$ cat src/design/fht_pkg.sv
// Constants and types for the USB host frame timer.
// How it works
// - Copy interval toggle into remaining toggle at zero.
// - Remaining counter decrements each bit time running.
// - At zero, reload period on next bit time.
// - Entering running reloads counter; new period next frame.
// - Frame number increments on every counter reload.
// - Frame number wraps from all ones to zero.
// - Frame number is 16 bits, upper half reserved.
// - Entering running advances frame number once.
// - Every frame number advance raises start-of-frame flag.
// - Low-speed start only when remaining >= cutoff.
// - Low-speed cutoff is an 11-bit field.
// - Low-speed cutoff resets to 1576.
// - Only the cutoff write command alters the cutoff after reset.
// - Frame period defaults to 11999 bit times.
`default_nettype none

package fht_pkg;

  // ==========================================================================
  // Widths
  localparam int FR_W = 14;
  localparam int FN_W = 16;
  localparam int LST_W = 11;
  localparam int ACC_W = 8;

  // ==========================================================================
  // Command codes on the microprocessor port
  localparam logic [7:0] CMD_RD_REMAIN = 8'h0E;
  localparam logic [7:0] CMD_RD_FRNUM = 8'h0F;
  localparam logic [7:0] CMD_RD_CUTOFF = 8'h11;
  localparam logic [7:0] CMD_WR_CUTOFF = 8'h91;

  // ==========================================================================
  // Field positions and reset values
  localparam int FRT_POS = 31;
  localparam logic [LST_W-1:0] LST_RESET = 11'h628;
  localparam logic [FR_W-1:0] FI_RESET = 14'h2_EDF;
  localparam logic [FR_W-1:0] FR_RESET = 14'h0_000;
  localparam logic [FN_W-1:0] FN_RESET = 16'h0000;
  localparam logic [31:0] RD_ZERO = 32'h0000_0000;

  // ==========================================================================
  // Bit-time tick: a fractional accumulator adds the bit rate each system
  // clock and wraps at the system rate, so ticks average exactly 12 MHz.
  localparam int SYS_CLK_MHZ = 200;
  localparam int BIT_RATE_MHZ = 12;
  localparam logic [ACC_W-1:0] ACC_STEP = ACC_W'(BIT_RATE_MHZ);
  localparam logic [ACC_W-1:0] ACC_WRAP = ACC_W'(SYS_CLK_MHZ);
  localparam logic [ACC_W-1:0] ACC_RESET = 8'h00;

  // ==========================================================================
  // Frame generation state, Gray coded along idle, start, run.
  typedef enum logic [1:0] {
    FHT_IDLE = 2'b00,
    FHT_START = 2'b01,
    FHT_RUN = 2'b11
  } fht_state_type;

endpackage

`default_nettype wire

$ cat src/design/fht_tick_if.sv
// Bit-time tick carrier between the tick generator and the frame timer.
`timescale 1ns/1ps
`default_nettype none

interface fht_tick_if;
  logic tick;
  modport src (output tick);
  modport dst (input tick);
endinterface

`default_nettype wire

$ cat src/design/fht_bit_tick.sv
// Full-speed bit-time tick generator from the 200 MHz system clock.
`timescale 1ns/1ps
`default_nettype none

module fht_bit_tick (
  input wire logic sys_clk,
  input wire logic rst,
  fht_tick_if.src tk
);
  import fht_pkg::*;

  logic [ACC_W-1:0] acc_q;
  logic [ACC_W-1:0] acc_d;
  logic tick_q;
  logic [ACC_W-1:0] acc_sum;
  logic acc_over;

  // ==========================================================================
  // Accumulator
  // Tick spacing jitters by one clock; the long-term rate is exact.
  assign acc_sum = acc_q + ACC_STEP;
  assign acc_over = acc_sum >= ACC_WRAP;
  assign acc_d = acc_over ? ACC_W'(acc_sum - ACC_WRAP) : acc_sum;

  always_ff @(posedge sys_clk) begin
    if (rst) begin
      acc_q <= ACC_RESET;
      tick_q <= 1'b0;
    end else begin
      acc_q <= acc_d;
      tick_q <= acc_over;
    end
  end

  assign tk.tick = tick_q;
endmodule

`default_nettype wire

$ cat src/design/fht_frame_timer.sv
// Frame timer: bit-time counter, frame number and low-speed cutoff.
`timescale 1ns/1ps
`default_nettype none

module fht_frame_timer (
  input wire logic sys_clk,
  input wire logic rst,
  input wire logic running_state,
  input wire logic [fht_pkg::FR_W-1:0] period_length,
  input wire logic period_load,
  input wire logic interval_toggle_bit,
  input wire logic cmd_valid,
  input wire logic [7:0] cmd_code,
  input wire logic [31:0] cmd_wdata,
  input wire logic ls_req,
  output logic [31:0] cmd_rdata,
  output logic cmd_rvalid,
  output logic [fht_pkg::FR_W-1:0] bits_left_count,
  output logic remaining_toggle_bit,
  output logic [fht_pkg::FN_W-1:0] sof_sequence_count,
  output logic [fht_pkg::LST_W-1:0] low_speed_cutoff,
  output logic sof_event_flag,
  output logic ls_start_grant,
  output logic ls_start_deny
);
  import fht_pkg::*;

  // ==========================================================================
  // Declarations
  fht_tick_if tick_bus ();

  fht_state_type state_q;
  fht_state_type state_d;
  logic running_prev_q;
  logic [FR_W-1:0] period_q;
  logic [FR_W-1:0] period_d;
  logic [FR_W-1:0] count_q;
  logic [FR_W-1:0] count_d;
  logic frt_q;
  logic frt_d;
  logic [FN_W-1:0] fn_q;
  logic [FN_W-1:0] fn_d;
  logic [LST_W-1:0] lst_q;
  logic [LST_W-1:0] lst_d;
  logic sof_q;
  logic grant_q;
  logic deny_q;
  logic [31:0] rdata_q;
  logic [31:0] rdata_d;
  logic rvalid_q;
  logic rvalid_d;

  logic tick;
  logic run_rise;
  logic in_run;
  logic at_zero;
  logic zero_reload;
  logic entry_reload;
  logic any_reload;
  logic dec_now;
  logic ls_ok;
  logic wr_cutoff;
  logic rd_hit;

  // ==========================================================================
  // Bit tick source
  fht_bit_tick u_tick (
    .sys_clk(sys_clk),
    .rst(rst),
    .tk(tick_bus.src)
  );

  assign tick = tick_bus.tick;

  // ==========================================================================
  // Read data decode
  // Every register is built with reserved bits as constant zero.
  function automatic logic [31:0] read_word(
    input logic [7:0] code,
    input logic [FR_W-1:0] cnt,
    input logic toggle,
    input logic [FN_W-1:0] num,
    input logic [LST_W-1:0] cut
  );
    logic [31:0] w;
    w = RD_ZERO;
    if (code == CMD_RD_REMAIN) begin
      w[FR_W-1:0] = cnt;
      w[FRT_POS] = toggle;
    end else if (code == CMD_RD_FRNUM) begin
      w[FN_W-1:0] = num;
    end else if (code == CMD_RD_CUTOFF) begin
      w[LST_W-1:0] = cut;
    end
    return w;
  endfunction

  function automatic logic is_read_code(input logic [7:0] code);
    return (code == CMD_RD_REMAIN) || (code == CMD_RD_FRNUM) ||
           (code == CMD_RD_CUTOFF);
  endfunction

  // ==========================================================================
  // State machine
  assign run_rise = running_state && !running_prev_q;

  always_comb begin
    state_d = state_q;
    case (state_q)
      FHT_IDLE: begin
        if (run_rise) begin
          state_d = FHT_START;
        end
      end
      FHT_START: begin
        state_d = running_state ? FHT_RUN : FHT_IDLE;
      end
      FHT_RUN: begin
        if (!running_state) begin
          state_d = FHT_IDLE;
        end
      end
      default: begin
        state_d = FHT_IDLE;
      end
    endcase
  end

  // ==========================================================================
  // Frame counters
  assign in_run = state_q == FHT_RUN;
  assign at_zero = count_q == FR_RESET;
  assign entry_reload = state_q == FHT_START;
  assign zero_reload = in_run && tick && at_zero;
  assign any_reload = entry_reload || zero_reload;
  assign dec_now = in_run && tick && !at_zero;

  // A new period only lands in the counter at a reload, so a mid-frame
  // write takes effect from the next start of frame.
  assign period_d = period_load ? period_length : period_q;

  assign count_d = any_reload ? period_q :
                   dec_now ? FR_W'(count_q - 1'b1) :
                   count_q;
  assign frt_d = zero_reload ? interval_toggle_bit : frt_q;
  // Plain 16-bit addition rolls over to zero with nothing else affected.
  assign fn_d = any_reload ? FN_W'(fn_q + 1'b1) : fn_q;

  // ==========================================================================
  // Low-speed cutoff and start gate
  assign wr_cutoff = cmd_valid && (cmd_code == CMD_WR_CUTOFF);
  // Only software's write command touches the cutoff; the counter side never
  // changes it, and bits above the field are dropped.
  assign lst_d = wr_cutoff ? cmd_wdata[LST_W-1:0] : lst_q;
  assign ls_ok = in_run && (count_q >= FR_W'(lst_q));

  // ==========================================================================
  // Command port
  assign rd_hit = cmd_valid && is_read_code(cmd_code);
  assign rvalid_d = rd_hit;
  assign rdata_d = rd_hit ? read_word(cmd_code, count_q, frt_q, fn_q, lst_q) : RD_ZERO;

  // ==========================================================================
  // Registers
  always_ff @(posedge sys_clk) begin
    if (rst) begin
      state_q <= FHT_IDLE;
      running_prev_q <= 1'b0;
      period_q <= FI_RESET;
      count_q <= FR_RESET;
      frt_q <= 1'b0;
      fn_q <= FN_RESET;
      lst_q <= LST_RESET;
    end else begin
      state_q <= state_d;
      running_prev_q <= running_state;
      period_q <= period_d;
      count_q <= count_d;
      frt_q <= frt_d;
      fn_q <= fn_d;
      lst_q <= lst_d;
    end
  end

  always_ff @(posedge sys_clk) begin
    if (rst) begin
      sof_q <= 1'b0;
      grant_q <= 1'b0;
      deny_q <= 1'b0;
    end else begin
      sof_q <= any_reload;
      grant_q <= ls_req && ls_ok;
      deny_q <= ls_req && !ls_ok;
    end
  end

  always_ff @(posedge sys_clk) begin
    if (rst) begin
      rdata_q <= RD_ZERO;
      rvalid_q <= 1'b0;
    end else begin
      rdata_q <= rdata_d;
      rvalid_q <= rvalid_d;
    end
  end

  // ==========================================================================
  // Outputs
  assign cmd_rdata = rdata_q;
  assign cmd_rvalid = rvalid_q;
  assign bits_left_count = count_q;
  assign remaining_toggle_bit = frt_q;
  assign sof_sequence_count = fn_q;
  assign low_speed_cutoff = lst_q;
  assign sof_event_flag = sof_q;
  assign ls_start_grant = grant_q;
  assign ls_start_deny = deny_q;
endmodule

`default_nettype wire

$ cat config.mk
export PLATFORM = sky130hd
export DESIGN_NAME = fht_frame_timer
export DESIGN_NICKNAME = d
export VERILOG_FILES = /design/src/design/fht_pkg.sv /design/src/design/fht_tick_if.sv /design/src/design/fht_bit_tick.sv /design/src/design/fht_frame_timer.sv
export SDC_FILE = /design/constraint.sdc
export NUM_CORES = 1
export LEC_CHECK = 0
export ABC_AREA = 1
export BUFFER_PORTS_ARGS = -buffer_cell sky130_fd_sc_hd__buf_2
export CAP_MARGIN = 0
export CORE_UTILIZATION = 42
export CTS_BUF_LIST = sky130_fd_sc_hd__clkbuf_4
export DETAILED_ROUTE_END_ITERATION = 8
export PLACE_DENSITY_LB_ADDON = 0.2
export SLEW_MARGIN = 15
export SYNTH_ARGS = -nofsm -noshare
export SYNTH_HDL_FRONTEND = slang
export SYNTH_SLANG_ARGS = --single-unit
$ cat constraint.sdc
create_clock -name sys_clk -period 2.2 [get_ports sys_clk]
set_clock_uncertainty 0.1 [all_clocks]
set_input_delay 0.44 -clock sys_clk [delete_from_list [all_inputs] [get_ports sys_clk]]
set_output_delay 0.44 -clock sys_clk [all_outputs]
set_load 0.05 [all_outputs]
# ---- Word-level counts from Yosys, hierarchy flattened
# Cells that the tools add are included.
dict set report word_totals {
  regBits 104
  inputBits 61
  output_inout_bits 78
  word_cells 67
}
dict set report classes {
  add_sub_neg 4
  magnitude_cmp 2
  eq_ne 8
  muxes 11
  bitwise 3
  reduce_logical 22
}
# operator count
set op_table {}
lappend op_table {{$mux W14} 3}
lappend op_table {{$mux W11} 2}
lappend op_table {{$add A16 B1 Y16 const B} 1}
lappend op_table {{$eq A8 B4 Y1 const B} 2}
lappend op_table {{$ge A14 B11 Y1} 1}
lappend op_table {{$logic_not A14 Y1} 1}
lappend op_table {{$sub A14 B1 Y14 const B} 1}
lappend op_table {{$logic_and A1 B1 Y1} 9}
lappend op_table {{$add A8 B4 Y8 const B} 1}
lappend op_table {{$eq A8 B5 Y1 const B} 1}
lappend op_table {{$eq A8 B8 Y1 const B} 1}
lappend op_table {{$ge A8 B8 Y1 const B} 1}
lappend op_table {{$mux W8} 1}
lappend op_table {{$sub A8 B8 Y8 const B} 1}
lappend op_table {{$mux W2} 3}
lappend op_table {{$pmux W2 S3} 1}
lappend op_table {{$ne A2 B2 Y1 const B} 2}
lappend op_table {{$reduce_or A4 Y1} 1}
lappend op_table {{$logic_not A1 Y1} 3}
lappend op_table {{$logic_or A1 B1 Y1} 3}
lappend op_table {{$mux W3} 1}
lappend op_table {{$not A1 Y1} 3}
lappend op_table {{$reduce_or A3 Y1} 1}
lappend op_table {{$eq A2 B1 Y1 const B} 1}
lappend op_table {{other kinds (5)} 5}

# ---- Longest topological paths before layout
dict set report logic_depth {
  ltp_word 6
  ltp_mapped 12
  ltp_nobuf 11
}

# ---- Hierarchy
# From an unflattened synthesis, not the netlist that was laid out.
dict set report hier_totals {
  hier_cells 658
  hier_area_um2 4573.1
}
# mod n_inst cells_each area_each_um2 seq_area_each_um2
set by_module_without_submodules {}
lappend by_module_without_submodules {fht_frame_timer 1 596 4121.5 1601.5}
lappend by_module_without_submodules {fht_bit_tick 1 62 451.7 140.1}

# ---- Worst setup path after synthesis
# Ideal clock, no wire load.
dict set report synth_path {
  path_kind {register to register}
  startpoint {register count_q[0] (netlist: bits_left_count[0])}
  endpoint {register count_q[0] (netlist: bits_left_count[0])}
  setup_ns 0.114
  arrival_ns 1.885
  required_ns 1.986
  slack_ns 0.101
  stages_incl_launch_ff 13
  path_buffers 2
  period_less_slack_ns 2.099
  path_cell_list {dfxtp_1 -> inv_1 -> ha_1 -> nand3_2 -> nor2_4 -> nand2_4 -> nand2_4 -> buf_12 -> buf_12 -> nand2_2 -> o21ai_2 -> o21bai_1 -> inv_1}
}
dict set report synth_between {
  elab_chain_len 4
  word_cells_on_any_way 9
  cone_classes {add/sub (1); mux (2); reduce/logical (6)}
}
# item line_no
set synth_lines {}
lappend synth_lines {{from (decl)} fht_frame_timer.sv:37} ;# logic [FR_W-1:0] count_q;
lappend synth_lines {{from (signal assigned)} fht_frame_timer.sv:178} ;# count_q <= count_d;
lappend synth_lines {{parallel branches: the longest is 4 deep, another holds $sub A14 B1 Y14} n/a}
# Several ways; the timed one is not identified. The select of a mux whose other input is x is not followed.
# A chain may end at the register's enable or synchronous reset.

# ---- Worst setup path in the final report
dict set report layout_path {
  startpoint {register count_q[0] (netlist: bits_left_count[0])}
  endpoint {register count_q[11] (netlist: bits_left_count[11])}
}
# The elaborated chain is that of the path after synthesis.

==> summary.txt <==
Run status
  • Status: complete, no violations

Floorplan
  • Core box area: 10800 um2
  • Die H: 107 um
  • Initial Utilization: 43.0%
  • Die Area: 11500 um2
  • Chip width: 107 um
  • Ports: 139
  • Row cnt: 38

Placed design
  • Detailed placement HPWL: 9960 um
  • Gpl congestion: 0.892
  • Placed cell area: 5330 um2
  • Dpl ws: 0.245 ns
  • Number of port buffers: 102

Global route
  • Top Usage Layer GRT: met2
  • Global-route met2 utilization: 39.0%
  • Initial antenna violation count: 0
  • Met3 Use GR: 3.51%
  • Total gr overflow: 0
  • First-pass GRT wire length: 20500 um
  • Number of global-route vias before repair: 4195
  • Largest net degree at the start of global routing: 19
  • M1 GR Usage: 29.5%
  • GRT Overall Usage: 23.3%

Route
  • Avg Vias per Cell: 5.01
  • Final WL: 12800 um
  • Residual DRC: 0
  • Vias: 4638
  • TritonRoute pass-1 iters: 7
  • WL per Instance: 13.8 um
  • Initial detailed-routing violation count: 267
  • ANT nets after route: 0

STA
  • Final setup viols: 0
  • Post-route setup TNS: 0 ns
  • Final Critical Period: 1.97 ns
  • RSZ-0062 raised after global routing: false
  • Max-slew violation count: 0
  • Period utilization: 89.4%
  • Setup slack after layout: 0.233 ns
  • Max Clk Rate: 0.508 GHz
  • Hold Fails Final Rpt: 0

Pwr
  • Internal power: 2.15 mW
  • Flop pwr share: 51.3%
  • Total power: 3.26 mW
  • PD cells: 599 nW/um2
  • Net Sw Power: 1.11 mW
  • Logic pwr share: 24.2%
  • P_leak: 2.65 nW
  • Peak VDD IR: 0.342 mV
  • Sw frac: 34.2%
  • Clock power share: 24.5%

Final layout
  • Most frequent cells in the layout: 137 x nand2_1, 102 x buf_2, 87 x dfxtp_1
  • # diodes: 0
  • Share of cells above drive strength 1: 21.5%
  • # nets final: 859
  • Layout area overhead: 16.8%
  • Commonest non-fill, non-tap cell in the layout: nand2_1
  • Fin area: 5440 um2
  • Core Util, Final: 50.2%
  • Filler instances: 1094

Clocking
  • Setup bufs post-CTS: 0
  • Post_cts resized: 0
  • Root Driver: clkbuf_4
  • CTS Buf Count: 9
  • CTS tree: done
  • H-tree levels: 3
  • Hold buffers post-CTS: 0
  • Later-pin clock latency in the skew report: 0.46 ns
  • Clock Path Buffers: 2
  • Clk sinks: 87
  • Clk slew on worst S/H paths: 0.14 ns

Critical path
  • R2R cell count: 12
  • CP arrival: 2.22 ns
  • R2R Path End: bits_left_count[11]
  • Data required, critical path: 2.46 ns
  • Startpoint types: flip-flop
  • Critical Path End Type: flip-flop
  • CP Class: flip-flop to flip-flop
  • Worst R2R Start: bits_left_count[0]
  • Reg2Reg Setup Slack: 0.23 ns
  • Crit path max fanout: 18

Synth
  • Average cell area after synthesis: 6.98 um2
  • Register area share after synthesis: 37.4%
  • Post-synthesis cell count: 667
  • Mapped Area: 4660 um2
  • Synth top area share: 37.4%
  • Distinct cell type count after synthesis: 39
  • Synth area leaders: dfxtp_1 37%, nand2_1 11%, inv_1 6.7%
  • Yosys warns: 0
  • Yosys top cell by area: dfxtp_1
  • Synthesized flop and latch total: 87
  • Async SR Flop Fraction: 0%
  • Post-synth top flop: dfxtp_1
  • Post-synth EDFFs: 0

Hold path
  • Hold Path Origin: period_length[9]
  • WHS Path Cells: 3
  • Hold endpoint: period_q[9]
  • Hold Path Class: input port to flip-flop

Flow run
  • Max-Cap Viols: 0
critical path: stages, from the launching register on:
cell     delay, ns
dfxtp_1       0.37
inv_1         0.18
ha_1          0.19
nand3_2       0.12
nor2_4        0.14
nand2_4       0.09
nand2_4       0.20
buf_12        0.20
nand2_1       0.07
nand2_1       0.06
nor2_1        0.04
nor2_1        0.08
nor2_1        0.04
metrics by stage:
| stage | instances | hold slack (ns) |
|---|---|---|
| finish | 926 | 0.0778 |
| global route | 926 | 0.0582 |
| CTS | 926 | 0.0354 |
| detailed placement | 910 | 0.351 |
| global placement | 910 | 0.331 |
| floorplan | 681 | 0.317 |
worst max-delay path by stage:
| stage | start | to | slack [ns] | cells past startpoint |
|---|---|---|---|---|
| floorplan | bits_left_count[0] | bits_left_count[0] | 0.10 | 12 |
| global placement | bits_left_count[0] | bits_left_count[10] | 0.27 | 12 |
| detailed placement | bits_left_count[0] | bits_left_count[11] | 0.25 | 12 |
| CTS | bits_left_count[0] | bits_left_count[11] | 0.22 | 12 |
| global route | bits_left_count[0] | bits_left_count[11] | 0.06 | 12 |
| finish | bits_left_count[0] | bits_left_count[11] | 0.23 | 12 |
kinds of logic after synthesis:
| kind of cell | share of synthesized area (%) |
|---|---|
| adders and majority gates | 4.57 |
| xor gates and xnor gates | 1.69 |
| buffers and inverters | 12.7 |
| other | 0.0805 |
| DFF | 37.4 |
| AOI/OAI and AO/OA | 14.7 |
| and+or+nand+nor | 28.9 |
cells in the mapped netlist, drive strengths merged, types with 3 or more instances:
cell type and number:
o21ai 57, o22ai 7, nor2 73, nor4 3, nand4 10, dfxtp 87
xor2 5, inv 84, a21oi 59, clkbuf 12, xnor2 4, ha 17
nand3 50, o21bai 3, nand2 147, nor3 17, buf 26
flip-flops by register name, indices dropped and copies added (netlist names):
| name | count |
|---|---|
| cmd_rdata | 17 |
| sof_sequence_count | 16 |
| bits_left_count | 14 |
| period_q | 14 |
| low_speed_cutoff | 11 |
| u_tick.acc_q | 6 |
| state_q | 2 |
| cmd_rvalid | 1 |
| ls_start_deny | 1 |
| ls_start_grant | 1 |
| remaining_toggle_bit | 1 |
| running_prev_q | 1 |
| sof_event_flag | 1 |
| u_tick.tk.tick | 1 |
layout make-up:
type | count | area (um2) | area share (%)
Sequential cell | 87 | 1740 | 32.0
Clock inverter | 4 | 22.5 | 0.414
Timing Repair Buffer | 127 | 711 | 13.1
Clock buffer | 12 | 90.1 | 1.66
Inverter | 85 | 320 | 5.89
Tap cell | 140 | 175 | 3.22
Multi-Input combinational cell | 471 | 2380 | 43.7
power groups by stage:
stage / clock, mW / combinational [mW] / sequential, mW
floorplan: 0 / 0.514 / 1.80
global placement: 0 / 0.774 / 1.70
detailed placement: 0 / 0.787 / 1.71
CTS: 0.837 / 0.791 / 1.67
global route: 0.901 / 0.882 / 1.68
finish: 0.800 / 0.789 / 1.67
layer usage:
metal	vias up	share of wire (%)
li1	2366	-
met1	2099	46
met2	154	46
met3	19	5.2
met4	0	2.6
met5	-	0
(Power assumes the default switching activity.)
